## config.mk

```make
export PLATFORM = sky130hd
export DESIGN_NAME = timecode_parameter_menu
export DESIGN_NICKNAME = d
export VERILOG_FILES = /design/src/settings_store.v /design/src/timecode_parameter_menu.v
export VERILOG_INCLUDE_DIRS = /design/src
export SDC_FILE = /design/constraint.sdc
export NUM_CORES = 1
export LEC_CHECK = 0
export BUFFER_PORTS_ARGS = -buffer_cell sky130_fd_sc_hd__buf_2
export CAP_MARGIN = 15
export CORE_MARGIN = 5
export CORE_UTILIZATION = 50
export DETAILED_ROUTE_END_ITERATION = 8
export PLACE_DENSITY = 0.68
export SYNTH_ARGS = -nofsm -noshare
export SYNTH_HDL_FRONTEND = slang
export SYNTH_HIERARCHICAL = 1
export SYNTH_SLANG_ARGS = --single-unit
```

## constraint.sdc

```tcl
create_clock -name CLOCK -period 5 [get_ports CLOCK]
set_input_delay 1.25 -clock CLOCK [delete_from_list [all_inputs] [get_ports CLOCK]]
set_output_delay 1.25 -clock CLOCK [all_outputs]
set_load 0.01 [all_outputs]
```

## src/timecode_menu_defs.vh

```
// Constants for the front-panel parameter menu and its settings store.
`ifndef TIMECODE_MENU_DEFS_VH
`define TIMECODE_MENU_DEFS_VH

// Menu item indices, in front-panel scroll order.
`define ITM_INSVITC   4'h0
`define ITM_RDLINE    4'h1
`define ITM_GENLINE   4'h2
`define ITM_OVERLAY   4'h3
`define ITM_FREEWHL   4'h4
`define ITM_LEVEL     4'h5
`define ITM_GAIN      4'h6
`define ITM_HOLD      4'h7
`define ITM_PPF       4'h8
`define ITM_TACHDIR   4'h9
`define ITM_SDFMT     4'ha
`define ITM_HDRATE    4'hb
`define ITM_IDLEMUTE  4'hc
`define ITM_DEVID     4'hd
`define ITM_LEGACY    4'he
`define ITEM_LAST     4'he

// Items whose committed value is kept in the non-volatile store.
`define NV_MASK       16'h0d8c

// Value ranges and factory defaults.
`define MAX_ONOFF     8'h01
`define MAX_RDLINE    8'h10
`define MIN_GENLINE   8'h0a
`define MAX_GENLINE   8'h14
`define DEF_GENLINE   8'h0e
`define GENLINE_STEP  8'h02
`define MIN_FREEWHL   8'h01
`define MAX_FREEWHL   8'hff
`define DEF_FREEWHL   8'h08
`define MAX_LEVEL     8'h21
`define DEF_LEVEL     8'h1b
`define LEVEL_OFS     8'h18
`define MAX_GAIN      8'h04
`define MIN_PPF       8'h01
`define MAX_PPF       8'hff
`define DEF_PPF       8'h64
`define MAX_TACHDIR   8'h03
`define MAX_HDRATE    8'h16
`define DEF_ON        8'h01
`define DEF_OFF       8'h00

// Menu states.
`define S_RSTCHK      3'h0
`define S_LOADRD      3'h1
`define S_LOADWR      3'h2
`define S_IDLE        3'h3
`define S_BROWSE      3'h4
`define S_EDIT        3'h5

// APB register offsets.
`define OFF_STATUS    12'h000
`define OFF_LINK      12'h004
`define OFF_CFG       12'h040
`define OFF_CFG_LAST  12'h078

`endif

```

## src/settings_store.v

```verilog
// Non-volatile settings store: one write port, registered read data.
`timescale 1ns/1ps
module settings_store #(
	parameter AW = 4,
	parameter DW = 8
) (
	// Clock, reset and clock enable.
	input  wire          clk,
	input  wire          rst_n,
	input  wire          ce,
	// Write port.
	input  wire          we,
	input  wire [AW-1:0] waddr,
	input  wire [DW-1:0] wdata,
	// Read port.
	input  wire [AW-1:0] raddr,
	output reg  [DW-1:0] rdata
);

// The array has no reset, so its contents outlive a reset of the logic.
reg [DW-1:0] mem [0:(1<<AW)-1];

always @(posedge clk) begin
	if (ce && we) begin
		mem[waddr] <= wdata;
	end
end

always @(posedge clk or negedge rst_n) begin
	if (!rst_n) begin
		rdata <= {DW{1'b0}};
	end else if (ce) begin
		rdata <= mem[raddr];
	end
end

endmodule

```

## src/timecode_parameter_menu.v

```verilog
// Front-panel parameter menu, settings registers and applied settings.
//
// Decided for this implementation: the register addresses and the APB register port.
`timescale 1ns/1ps
`include "timecode_menu_defs.vh"
// What this block does
// - Read pair is the chosen one, or in auto the first valid pair.
// - Generate line pair selects insertion lines; default is lines 14/16.
// - Generate, overlay, hold, pulses, SD and HD format survive power loss.
// - The menu only switches the overlay window on or off.
// - Time code keeps regenerating for the freewheel length in frames.
// - Output level spans -24 to +9 dBu and is shown in dBu.
// - Servo gain has five values, 0000 down to -0004, default 0000.
// - Smoothest gain trades slow resolve, six to ten seconds, for low jitter.
// - Rate hold keeps the last known reference rate on off-speed code.
// - Pulses per frame sets tach pulses per time code frame.
// - Tach direction setting says how direction is derived.
// - One NTSC or PAL setting for both video directions, no mismatch warning.
// - HD reference rate has 23 choices for the HD clock reference.
// - MTC runs while generating; idle muting stops it while LTC idles.
// - Identity setting picks native or older sibling identity.
// - Set picks a parameter, shows value; up/down steps; set commits.
// - Factory defaults as listed, applied by holding up and down at reset.
module timecode_parameter_menu (
	// Clock, reset and clock enable.
	input  wire        CLOCK,
	input  wire        RESETN,
	input  wire        CE,
	// Front-panel switches, high while pressed.
	input  wire        SW_SET,
	input  wire        SW_UP,
	input  wire        SW_DOWN,
	input  wire        SW_ESC,
	// APB slave.
	input  wire        PSEL,
	input  wire        PENABLE,
	input  wire        PWRITE,
	input  wire [11:0] PADDR,
	input  wire [31:0] PWDATA,
	output reg  [31:0] PRDATA,
	output reg         PREADY,
	output reg         PSLVERR,
	// Video and time code status.
	input  wire [15:0] VITC_PAIR_VALID,
	input  wire        TC_PRESENT,
	input  wire        FRAME_TICK,
	input  wire        TC_GENERATING,
	input  wire        LTC_IDLE,
	// Menu display.
	output reg  [1:0]  MENU_STATE,
	output reg  [3:0]  MENU_ITEM,
	output reg  [7:0]  DISP_VALUE,
	// Applied settings.
	output reg         VITC_INSERT_EN,
	output reg  [3:0]  VITC_READ_PAIR,
	output reg         VITC_READ_FOUND,
	output reg  [7:0]  VITC_GEN_LINE,
	output reg         OVERLAY_ENABLE,
	output reg         TC_REGEN,
	output reg  [7:0]  FREEWHEEL_LEFT,
	output reg  [7:0]  LTC_LEVEL_DBU,
	output reg  [2:0]  RESOLVE_GAIN,
	output reg         RATE_HOLD,
	output reg  [7:0]  TACH_PPF,
	output reg  [1:0]  TACH_DIRECTION,
	output reg         SD_FORMAT_PAL,
	output reg  [4:0]  HD_RATE,
	output reg         MTC_ENABLE,
	output reg         SIBLING_IDENTITY,
	output reg         LEGACY_EMULATION
);

////////////////////////////////////////////////////////////////////////////////

function [7:0] item_min;
	input [3:0] i;
	begin
		case (i)
			`ITM_GENLINE: item_min = `MIN_GENLINE;
			`ITM_FREEWHL: item_min = `MIN_FREEWHL;
			`ITM_PPF:     item_min = `MIN_PPF;
			default:      item_min = 8'h00;
		endcase
	end
endfunction

function [7:0] item_max;
	input [3:0] i;
	begin
		case (i)
			`ITM_RDLINE:  item_max = `MAX_RDLINE;
			`ITM_GENLINE: item_max = `MAX_GENLINE;
			`ITM_FREEWHL: item_max = `MAX_FREEWHL;
			`ITM_LEVEL:   item_max = `MAX_LEVEL;
			`ITM_GAIN:    item_max = `MAX_GAIN;
			`ITM_PPF:     item_max = `MAX_PPF;
			`ITM_TACHDIR: item_max = `MAX_TACHDIR;
			`ITM_HDRATE:  item_max = `MAX_HDRATE;
			default:      item_max = `MAX_ONOFF;
		endcase
	end
endfunction

function [7:0] item_def;
	input [3:0] i;
	begin
		case (i)
			`ITM_INSVITC:  item_def = `DEF_ON;
			`ITM_GENLINE:  item_def = `DEF_GENLINE;
			`ITM_OVERLAY:  item_def = `DEF_ON;
			`ITM_FREEWHL:  item_def = `DEF_FREEWHL;
			`ITM_LEVEL:    item_def = `DEF_LEVEL;
			`ITM_PPF:      item_def = `DEF_PPF;
			`ITM_IDLEMUTE: item_def = `DEF_ON;
			default:       item_def = `DEF_OFF;
		endcase
	end
endfunction

// Generate lines step by whole pairs; every other list steps by one.
function [7:0] item_step;
	input [3:0] i;
	begin
		item_step = (i == `ITM_GENLINE) ? `GENLINE_STEP : 8'h01;
	end
endfunction

// Level shows in dBu and gain as zero or negative.
function [7:0] disp_of;
	input [3:0] i;
	input [7:0] v;
	begin
		case (i)
			`ITM_LEVEL: disp_of = v - `LEVEL_OFS;
			`ITM_GAIN:  disp_of = 8'h00 - v;
			default:    disp_of = v;
		endcase
	end
endfunction

function in_range;
	input [3:0] i;
	input [7:0] v;
	begin
		// Generate lines take only the first line of a pair, so even codes.
		in_range = (v >= item_min(i)) && (v <= item_max(i)) &&
			((i != `ITM_GENLINE) || !v[0]);
	end
endfunction

////////////////////////////////////////////////////////////////////////////////

reg  [7:0]  cfg_reg [0:15];
reg  [2:0]  state_reg;
reg  [3:0]  item_reg;
reg  [7:0]  edit_reg;
reg         factory_reg;
reg         set_prev_reg;
reg         up_prev_reg;
reg         down_prev_reg;
reg         esc_prev_reg;
reg         mem_we_reg;
reg  [3:0]  mem_waddr_reg;
reg  [7:0]  mem_wdata_reg;
reg  [7:0]  fw_cnt_reg;
wire [7:0]  mem_rdata;
wire [7:0]  cur_val;
wire        set_p;
wire        up_p;
wire        down_p;
wire        esc_p;
wire        menu_commit;
wire        apb_go;
wire        cfg_hit;
wire [3:0]  widx;
wire        wr_ok;
reg  [3:0]  scan_idx;
reg         scan_hit;
reg  [31:0] rd_next;
reg         err_next;
integer     k;
integer     j;
wire [11:0] cfg_ofs;

localparam [15:0] nv_items = `NV_MASK;

assign set_p = SW_SET & ~set_prev_reg;
assign up_p = SW_UP & ~up_prev_reg;
assign down_p = SW_DOWN & ~down_prev_reg;
assign esc_p = SW_ESC & ~esc_prev_reg;
assign cur_val = cfg_reg[item_reg];
assign menu_commit = (state_reg == `S_EDIT) && set_p;

// A bus access waits while the settings load or a panel commit is taken.
assign apb_go = PSEL && PENABLE && !PREADY && !menu_commit &&
	(state_reg >= `S_IDLE);
assign cfg_hit = (PADDR >= `OFF_CFG) && (PADDR <= `OFF_CFG_LAST) &&
	(PADDR[1:0] == 2'b00);
assign cfg_ofs = PADDR - `OFF_CFG;
assign widx = cfg_ofs[5:2];
assign wr_ok = cfg_hit && (PWDATA[31:8] == 24'h000000) &&
	in_range(widx, PWDATA[7:0]);

settings_store #(
	.AW(4),
	.DW(8)
) u_store (
	.clk  (CLOCK),
	.rst_n(RESETN),
	.ce   (CE),
	.we   (mem_we_reg),
	.waddr(mem_waddr_reg),
	.wdata(mem_wdata_reg),
	.raddr(item_reg),
	.rdata(mem_rdata)
);

////////////////////////////////////////////////////////////////////////////////

// Lowest valid pair wins the automatic scan.
always @* begin
	scan_hit = 1'b0;
	scan_idx = 4'h0;
	for (k = 15; k >= 0; k = k - 1) begin
		if (VITC_PAIR_VALID[k]) begin
			scan_hit = 1'b1;
			scan_idx = k[3:0];
		end
	end
end

always @* begin
	rd_next = 32'h00000000;
	err_next = 1'b0;
	if (PADDR == `OFF_STATUS) begin
		rd_next = {16'h0000, factory_reg, 1'b0, MENU_STATE, item_reg,
			edit_reg};
		err_next = PWRITE;
	end else if (PADDR == `OFF_LINK) begin
		rd_next = {16'h0000, TC_REGEN, VITC_READ_FOUND, MTC_ENABLE, 1'b0,
			VITC_READ_PAIR, FREEWHEEL_LEFT};
		err_next = PWRITE;
	end else if (cfg_hit && widx <= `ITEM_LAST) begin
		rd_next = {24'h000000, cfg_reg[widx]};
		err_next = PWRITE && !wr_ok;
	end else begin
		err_next = 1'b1;
	end
end

always @(posedge CLOCK or negedge RESETN) begin
	if (!RESETN) begin
		PRDATA <= 32'h00000000;
		PREADY <= 1'b0;
		PSLVERR <= 1'b0;
	end else if (CE) begin
		PREADY <= apb_go;
		PSLVERR <= apb_go && err_next;
		if (apb_go && !PWRITE) begin
			PRDATA <= rd_next;
		end
	end
end

////////////////////////////////////////////////////////////////////////////////

always @(posedge CLOCK or negedge RESETN) begin
	if (!RESETN) begin
		state_reg <= `S_RSTCHK;
		item_reg <= 4'h0;
		edit_reg <= 8'h00;
		factory_reg <= 1'b0;
		set_prev_reg <= 1'b0;
		up_prev_reg <= 1'b0;
		down_prev_reg <= 1'b0;
		esc_prev_reg <= 1'b0;
		mem_we_reg <= 1'b0;
		mem_waddr_reg <= 4'h0;
		mem_wdata_reg <= 8'h00;
		for (j = 0; j < 16; j = j + 1) begin
			cfg_reg[j] <= 8'h00;
		end
	end else if (CE) begin
		set_prev_reg <= SW_SET;
		up_prev_reg <= SW_UP;
		down_prev_reg <= SW_DOWN;
		esc_prev_reg <= SW_ESC;
		mem_we_reg <= 1'b0;
		case (state_reg)
			`S_RSTCHK: begin
				factory_reg <= SW_UP & SW_DOWN;
				item_reg <= 4'h0;
				state_reg <= `S_LOADRD;
			end
			`S_LOADRD: begin
				state_reg <= `S_LOADWR;
			end
			`S_LOADWR: begin
				if (factory_reg || !nv_items[item_reg] ||
					!in_range(item_reg, mem_rdata)) begin
					cfg_reg[item_reg] <= item_def(item_reg);
					mem_we_reg <= nv_items[item_reg];
					mem_waddr_reg <= item_reg;
					mem_wdata_reg <= item_def(item_reg);
				end else begin
					cfg_reg[item_reg] <= mem_rdata;
				end
				if (item_reg == `ITEM_LAST) begin
					item_reg <= 4'h0;
					state_reg <= `S_IDLE;
				end else begin
					item_reg <= item_reg + 4'h1;
					state_reg <= `S_LOADRD;
				end
			end
			`S_IDLE: begin
				if (set_p) begin
					state_reg <= `S_BROWSE;
				end
			end
			`S_BROWSE: begin
				if (set_p) begin
					edit_reg <= cur_val;
					state_reg <= `S_EDIT;
				end else if (esc_p) begin
					state_reg <= `S_IDLE;
				end else if (up_p) begin
					item_reg <= (item_reg == `ITEM_LAST) ? 4'h0 :
						item_reg + 4'h1;
				end else if (down_p) begin
					item_reg <= (item_reg == 4'h0) ? `ITEM_LAST :
						item_reg - 4'h1;
				end
			end
			`S_EDIT: begin
				if (set_p) begin
					cfg_reg[item_reg] <= edit_reg;
					mem_we_reg <= nv_items[item_reg];
					mem_waddr_reg <= item_reg;
					mem_wdata_reg <= edit_reg;
					state_reg <= `S_BROWSE;
				end else if (esc_p) begin
					state_reg <= `S_BROWSE;
				end else if (up_p) begin
					edit_reg <= (edit_reg >= item_max(item_reg)) ?
						item_min(item_reg) :
						edit_reg + item_step(item_reg);
				end else if (down_p) begin
					edit_reg <= (edit_reg <= item_min(item_reg)) ?
						item_max(item_reg) :
						edit_reg - item_step(item_reg);
				end
			end
			default: begin
				state_reg <= `S_IDLE;
			end
		endcase
		if (apb_go && PWRITE && wr_ok) begin
			cfg_reg[widx] <= PWDATA[7:0];
			mem_we_reg <= nv_items[widx];
			mem_waddr_reg <= widx;
			mem_wdata_reg <= PWDATA[7:0];
		end
	end
end

////////////////////////////////////////////////////////////////////////////////

always @(posedge CLOCK or negedge RESETN) begin
	if (!RESETN) begin
		fw_cnt_reg <= 8'h00;
	end else if (CE) begin
		if (TC_PRESENT) begin
			fw_cnt_reg <= cfg_reg[`ITM_FREEWHL];
		end else if (FRAME_TICK && fw_cnt_reg != 8'h00) begin
			fw_cnt_reg <= fw_cnt_reg - 8'h01;
		end
	end
end

always @(posedge CLOCK or negedge RESETN) begin
	if (!RESETN) begin
		MENU_STATE <= 2'h0;
		MENU_ITEM <= 4'h0;
		DISP_VALUE <= 8'h00;
		VITC_INSERT_EN <= 1'b0;
		VITC_READ_PAIR <= 4'h0;
		VITC_READ_FOUND <= 1'b0;
		VITC_GEN_LINE <= 8'h00;
		OVERLAY_ENABLE <= 1'b0;
		TC_REGEN <= 1'b0;
		FREEWHEEL_LEFT <= 8'h00;
		LTC_LEVEL_DBU <= 8'h00;
		RESOLVE_GAIN <= 3'h0;
		RATE_HOLD <= 1'b0;
		TACH_PPF <= 8'h00;
		TACH_DIRECTION <= 2'h0;
		SD_FORMAT_PAL <= 1'b0;
		HD_RATE <= 5'h00;
		MTC_ENABLE <= 1'b0;
		SIBLING_IDENTITY <= 1'b0;
		LEGACY_EMULATION <= 1'b0;
	end else if (CE) begin
		MENU_STATE <= (state_reg == `S_EDIT) ? 2'h3 :
			(state_reg == `S_BROWSE) ? 2'h2 :
			(state_reg == `S_IDLE) ? 2'h1 : 2'h0;
		MENU_ITEM <= item_reg;
		DISP_VALUE <= disp_of(item_reg,
			(state_reg == `S_EDIT) ? edit_reg : cur_val);
		VITC_INSERT_EN <= cfg_reg[`ITM_INSVITC][0];
		if (cfg_reg[`ITM_RDLINE] == 8'h00) begin
			VITC_READ_PAIR <= scan_idx;
			VITC_READ_FOUND <= scan_hit;
		end else begin
			VITC_READ_PAIR <= cfg_reg[`ITM_RDLINE][3:0] - 4'h1;
			VITC_READ_FOUND <= 1'b1;
		end
		VITC_GEN_LINE <= cfg_reg[`ITM_GENLINE];
		OVERLAY_ENABLE <= cfg_reg[`ITM_OVERLAY][0];
		TC_REGEN <= TC_PRESENT || (fw_cnt_reg != 8'h00);
		FREEWHEEL_LEFT <= fw_cnt_reg;
		LTC_LEVEL_DBU <= cfg_reg[`ITM_LEVEL] - `LEVEL_OFS;
		RESOLVE_GAIN <= cfg_reg[`ITM_GAIN][2:0];
		RATE_HOLD <= cfg_reg[`ITM_HOLD][0];
		TACH_PPF <= cfg_reg[`ITM_PPF];
		TACH_DIRECTION <= cfg_reg[`ITM_TACHDIR][1:0];
		SD_FORMAT_PAL <= cfg_reg[`ITM_SDFMT][0];
		HD_RATE <= cfg_reg[`ITM_HDRATE][4:0];
		MTC_ENABLE <= TC_GENERATING &&
			!(cfg_reg[`ITM_IDLEMUTE][0] && LTC_IDLE);
		SIBLING_IDENTITY <= cfg_reg[`ITM_DEVID][0];
		LEGACY_EMULATION <= cfg_reg[`ITM_LEGACY][0];
	end
end

endmodule
```

* Word-level counts from Yosys, hierarchy flattened *
Memories as Yosys holds them, arrays and structs flattened. A register that Yosys moved wholly into a read port is not among the register bits.
Cells that the tools add are included.

word-level totals
  flip-flop bits (word level) = 272
  memory bits (writable) = 128
  memory bits (read-only) = 544
  output and inout port bits = 103
  memories = 7

memories
  memory           words  bits a word  rd ports  clocked after memory_dff  write ports  RTL line                       text
  (no name shown)  16     8            1         0                         0            timecode_parameter_menu.v:90   case (i)
  (no name shown)  16     8            1         0                         0            timecode_parameter_menu.v:90
  (no name shown)  16     8            1         0                         0            timecode_parameter_menu.v:90
  (no name shown)  16     8            1         0                         0            timecode_parameter_menu.v:90
  u_store.mem      16     8            1         1                         1            settings_store.v:21            reg [DW-1:0] mem [0:(1<<AW)-1];
  (no name shown)  16     1            1         0                         0            timecode_parameter_menu.v:360  mem_we_reg <= nv_items[widx];
  +1 memories      -      -            -         -                         -            -

operators by class
  add/subtract/negate cells = 10
  magnitude comparators = 16
  equal/unequal tests = 31
  mux-type cells = 125
  bitwise logic cells = 11
  reduce and logical (&&, ||, !) cells = 61

operator list
  operator                                               count
  bitwise mux 128 bit                                    4
  2-to-1 mux 128 bit                                     4
  2-to-1 mux 8 bit                                       37
  one-hot mux 128 bit (2 select lines)                   1
  2-to-1 mux 4 bit                                       26
  binary-select mux 8 bit (select 4 bit)                 2
  demux 8 bit (select 4 bit)                             2
  one-hot mux 8 bit (2 select lines)                     3
  one-hot mux 7 bit (5 select lines)                     1
  2-to-1 mux 16 bit                                      2
  2-to-1 mux 1 bit                                       28
  logical AND 1 bit                                      25
  >= comparator 8 bit                                    3
  less-or-equal comparator 8 bit                         3
  zero test 24 bit                                       1
  one-hot mux 4 bit (2 select lines)                     3
  one-hot mux 3 bit (6 select lines)                     1
  equality test 4 x 3 -> 1 bit (second input constant)   4
  equality test 4 bit (second input constant)            4
  subtractor 8 x 5 -> 8 bit (second input constant)      2
  2-to-1 mux 3 bit                                       5
  inequality test 3 bit (second input constant)          5
  equality test 12 x 3 -> 1 bit (second input constant)  1
  equality test 4 x 2 -> 1 bit (second input constant)   3
  42 further kinds                                       84

* Logic depth before layout (Yosys ltp) *
  depth after elaboration = 19
  mapped depth = 20
  depth with buffers taken out = 14

* Hierarchy *
The synthesis kept the hierarchy.

by module, submodules not included
  module                   instances  cells an instance  area an instance (um^2)  seq. area each (um^2)
  timecode_parameter_menu  1          2148               19070.8                  6406.1
  settings_store           1          241                5336.4                   4043.9

* Worst setup path after synthesis *
OpenSTA, ideal clock, no wires.

  path type = input to register
  from = input port PADDR[2]
  to = register cfg_reg[14] (netlist name)
  library setup time = 0.141 ns
  arrival time = 4.974 ns
  slack = -0.115 ns
  cell stages on the path = 17
  path buffers = 5
  cells stage by stage = buf_2 -> buf_1 -> inv_1 -> ha_1 -> clkbuf_1 -> clkbuf_1 -> o21ai_0 -> ha_1 -> a21o_1 -> a21oi_1 -> o211ai_1 -> a2111oi_4 -> and2_1 -> buf_2 -> nand3_1 -> o2111ai_1 -> o221ai_1

between the ends
  longest elaborated chain between the ends = 10
  elaborated cells on any way between the ends = 28
  classes of those cells = add/sub: 1; order compare: 6; eq/ne: 4; mux: 5; bitwise: 1; reduce/logical: 10; memory: 1

RTL lines
  element                                                                     RTL line                       text
  start: declaration                                                          timecode_parameter_menu.v:38   input wire [11:0] PADDR,
  subtractor 6 x 1 -> 6 bit (no source line)                                  -
  equality test 4 bit / equality test 4 x 3 -> 1 bit (equally long branches)  timecode_parameter_menu.v:78   case (i)
  OR reduction 2 bit (no source line)                                         -
  one-hot mux 4 bit (2 select lines)                                          timecode_parameter_menu.v:78
  >= comparator 8 bit                                                         timecode_parameter_menu.v:146  in_range = (v >= item_min(i)) && (v <= item_max(i)) &&
  logical AND 1 bit (2 in series)                                             timecode_parameter_menu.v:146
  logical AND 1 bit                                                           timecode_parameter_menu.v:201  assign wr_ok = cfg_hit && (PWDATA[31:8] == 24'h000000) &&
  logical AND 1 bit                                                           timecode_parameter_menu.v:358  if (apb_go && PWRITE && wr_ok) begin
  2-to-1 mux 128 bit *                                                        timecode_parameter_menu.v:358
  end signal: indexed assignment                                              timecode_parameter_menu.v:301  cfg_reg[item_reg] <= item_def(item_reg);
  end signal: indexed assignment                                              timecode_parameter_menu.v:337  cfg_reg[item_reg] <= edit_reg;
  end signal: indexed assignment                                              timecode_parameter_menu.v:359  cfg_reg[widx] <= PWDATA[7:0];
  end: declaration                                                            timecode_parameter_menu.v:153  reg [7:0] cfg_reg [0:15];

Every way passes the cells marked *; elsewhere a longest branch is shown, timed or not.
A chain may end at the register's enable or synchronous reset.

* Worst setup path in the final report *
  from = input port PADDR[3]
  to = register cfg_reg[67] (netlist name)

Same word-level chain as after synthesis.

==> impl_metrics.json <==
{
  "vias": 22900,
  "numClockSinks": 392,
  "skew_final_ns": 0.0561,
  "grt_usage_pct": 38.2,
  "synth_largest_area_cell": "dfrtp_1",
  "cellPowerDensity_nw_per_um2": 611,
  "core_area_um2": 48600,
  "maximum_number_of_pins_on_one_net_before_global_route_repair": 84,
  "worst_setup_path_end_kind": "flop",
  "synth_sequential_area_ratio_pct": 42.8,
  "synth.yosys.warnings": 6,
  "grt_ovf": 0,
  "grt_setup_unrepaired": "no",
  "dieArea_um2": 53300,
  "wl_per_cell_um": 32.5,
  "setup_tns_ns": 0,
  "drive_above_1_share_pct": 22.4,
  "wire_length_of_the_first_global_routing_pass_um": 151000,
  "setup_slack_ns": 0.796,
  "ios": 177,
  "worst_skew_pair.late_latency_ns": 0.63,
  "hold_class": "flop to flop",
  "vdd_drop_max_mv": 0.397,
  "cap_violations": 0,
  "htreeDepth": 2,
  "max_slew_margin_pct": 23.6,
  "timing.critical_path.fanout_max": 24,
  "dp_hpwl_um": 73800,
  "worst-endpoint-arrival_ns": 4.67,
  "first_pass_iters": 8,
  "ys_ff_latch": 392,
  "overall_die_height_um": 231,
  "power.leakage_nw": 11.0,
  "synth_cells": 2389,
  "cts_post_setup_buffers_inserted": 0,
  "synth_flop_cell": "dfrtp_1",
  "cts_buffers": 45,
  "synth-async-reset-ratio_pct": 67.3,
  "timing_worst_setup_path_type": "input port to flop",
  "synth_cell_area_um2": 24400,
  "critPathLaunchType": "input port",
  "place_ws_ns": 0.281,
  "first_iter_violations": 3311,
  "drtAntennaViolNets": 0,
  "timing.fmax_mhz": 238,
  "syn_area_per_cell_um2": 10.2,
  "fin_hold_ws_ns": 0.493,
  "final_setup_fails": 0,
  "die_width_um": 231,
  "synth_top_area_share_pct": 27.1,
  "yosys.cell_types.count": 95,
  "cts_hold_repair.buffers": 0,
  "slew_violations": 0,
  "row_count": 81,
  "clockBufferDepth": 3,
  "cts_root_buffer": "clkbuf_16",
  "finalCritPeriodShare_pct": 84.1,
  "tritoncts": "yes",
  "clk_pin_slew_ns": 0.06,
  "postRouteWirelength_um": 104000,
  "avgViaCountPerCell": 7.15,
  "report.final.hold_viol_count": 0,
  "floorplan.initialDensity_pct": 50.2,
  "cp_data_required_time_ns": 5.47,
  "drt_drc_violations_left": 0,
  "placement.io_buffers": 160,
  "nets": 2672,
  "grt_antenna_before_repair": 8,
  "fin_crit_ns": 4.20,
  "first_global_vias": 21800,
  "number_of_enable_flip_flop_cells_after_synthesis": 128,
  "cts.repair.resized": 0,
  "outcome": "finished, final reports clean",
  "worst-slew-pin-transition_ns": 1.14,
  "synth_area_leaders": "dfrtp_1 (27%), edfxtp_1 (16%), mux4_2 (8.6%)",
  "area_growth_pct": 14.0,
  "gp_routability_congestion": 1.04
}
-- critical path, stage by stage --
cell	delay, ns
buf_2	0.13
inv_1	0.09
ha_1	0.27
o21ai_0	0.27
ha_1	0.37
a21o_1	0.16
a21oi_1	0.20
a21oi_1	0.23
a2111oi_4	0.41
and2_1	0.22
buf_12	0.20
nand3_1	0.37
nand2_1	0.31
o221ai_1	0.17
-- cell usage in the layout (no fill, tap or decap), types with 16 or more instances in the layout --
master / netlist / final
nor2b_1: 16 / 16
o2bb2ai_1: 23 / 23
ha_1: 57 / 57
nand4_1: 19 / 19
buf_2: 28 / 158
a21o_1: 19 / 19
clkbuf_16: 0 / 45
nor4_1: 21 / 21
o22ai_1: 30 / 30
nor3_1: 42 / 42
nand3_1: 85 / 85
dfrtp_1: 264 / 259
o211ai_1: 18 / 18
o21ai_0: 176 / 176
a221oi_1: 18 / 18
a22oi_1: 69 / 69
o221ai_1: 29 / 29
a21oi_1: 141 / 141
nand2b_1: 25 / 24
buf_4: 18 / 130
conb_1: 1 / 16
nand2_1: 204 / 204
inv_1: 64 / 63
mux2i_1: 41 / 41
mux2_2: 63 / 63
nor2_1: 210 / 208
mux4_2: 93 / 93
and3_1: 26 / 26
a31oi_1: 36 / 36
edfxtp_1: 128 / 128
-- kinds of logic (layout without fill, tap and decap cells) --
group           after synthesis  after routing  synth area share (%)
simple gates                701            701                  13.4
fa+ha+maj                    59             59                  3.09
flops                       392            392                  42.8
other cells                   1             23                0.0154
compound gates              740            740                  20.9
buf+inv                     274            446                  5.02
xor+xnor                     15             15                 0.538
mux                         207            207                  14.2
-- through the flow --
stage | utilization [%] | cells | total power [mW] | cell area, µm²
floorplan | - | 2404 | 9.82 | 24500
global placement | 53.9 | 3114 | 13.0 | 26200
detailed placement | 53.9 | 3114 | 13.2 | 26200
CTS | 57.1 | 3198 | 16.7 | 27800
global route | 57.2 | 3199 | 17.6 | 27800
finish | 57.2 | 3205 | 17.0 | 27800
-- cell type report --
type	instances	area, µm²
fillers	4211	20800
multi-input cells	1738	12800
flip-flops and latches	392	10500
repair buffers	297	1940
clock buffers	53	1160
well taps	622	778
clock inverters	31	408
inverters	65	245
diodes	7	17.5
-- per-layer routing --
layer  GRT usage, %  routed length, µm  vias up
li1               -                  -     9469
met1           52.5              40100    11300
met2           54.8              43500     1689
met3           9.59              12500      485
met4           23.0               8030        2
met5              0                 14        -
-- worst paths after layout --
check                                                   from                       endpoint  slack [ns]  depth (start not counted)
min in group asynchronous                             RESETN  FREEWHEEL_LEFT[6]$_DFFE_PN0P_        0.62                          1
worst max register to register       item_reg[3]$_DFFE_PN0P_         cfg_reg[8]$_DFFE_PN0P_        0.93                         15
worst min-delay path            LTC_LEVEL_DBU[3]$_DFFE_PN0P_   LTC_LEVEL_DBU[3]$_DFFE_PN0P_        0.49                          2
max in group asynchronous                             RESETN        edit_reg[1]$_DFFE_PN0P_        3.35                          2
worst max-delay path                                PADDR[3]        cfg_reg[67]$_DFFE_PN0P_        0.80                         14
worst min register to register  LTC_LEVEL_DBU[3]$_DFFE_PN0P_   LTC_LEVEL_DBU[3]$_DFFE_PN0P_        0.49                          2
-- cell usage after synthesis, types with 15 or more instances --
cell / n
a22oi_1: 69
nand4_1: 19
nor2_1: 210
clkbuf_1: 127
nor3_1: 42
nand2_1: 204
nor4_1: 21
o2bb2ai_1: 23
nor2b_1: 16
ha_1: 57
mux2_2: 63
o22ai_1: 30
nand3_1: 85
a21o_1: 19
inv_1: 64
o21ai_0: 176
buf_1: 25
buf_4: 18
nand2b_1: 25
mux2i_1: 41
edfxtp_1: 128
a21oi_1: 141
o211ai_1: 18
a31oi_1: 36
and2_1: 15
o221ai_1: 29
buf_2: 28
a221oi_1: 18
mux4_2: 93
and3_1: 26
dfrtp_1: 264
-- report_power, final --
group	total (mW)	internal [mW]	switching (mW)
sequential	5.60	4.22	1.38
combinational	7.87	3.04	4.83
clock	3.52	2.01	1.51
total	17.0	9.27	7.73
Power figures use the tool's default switching activity.
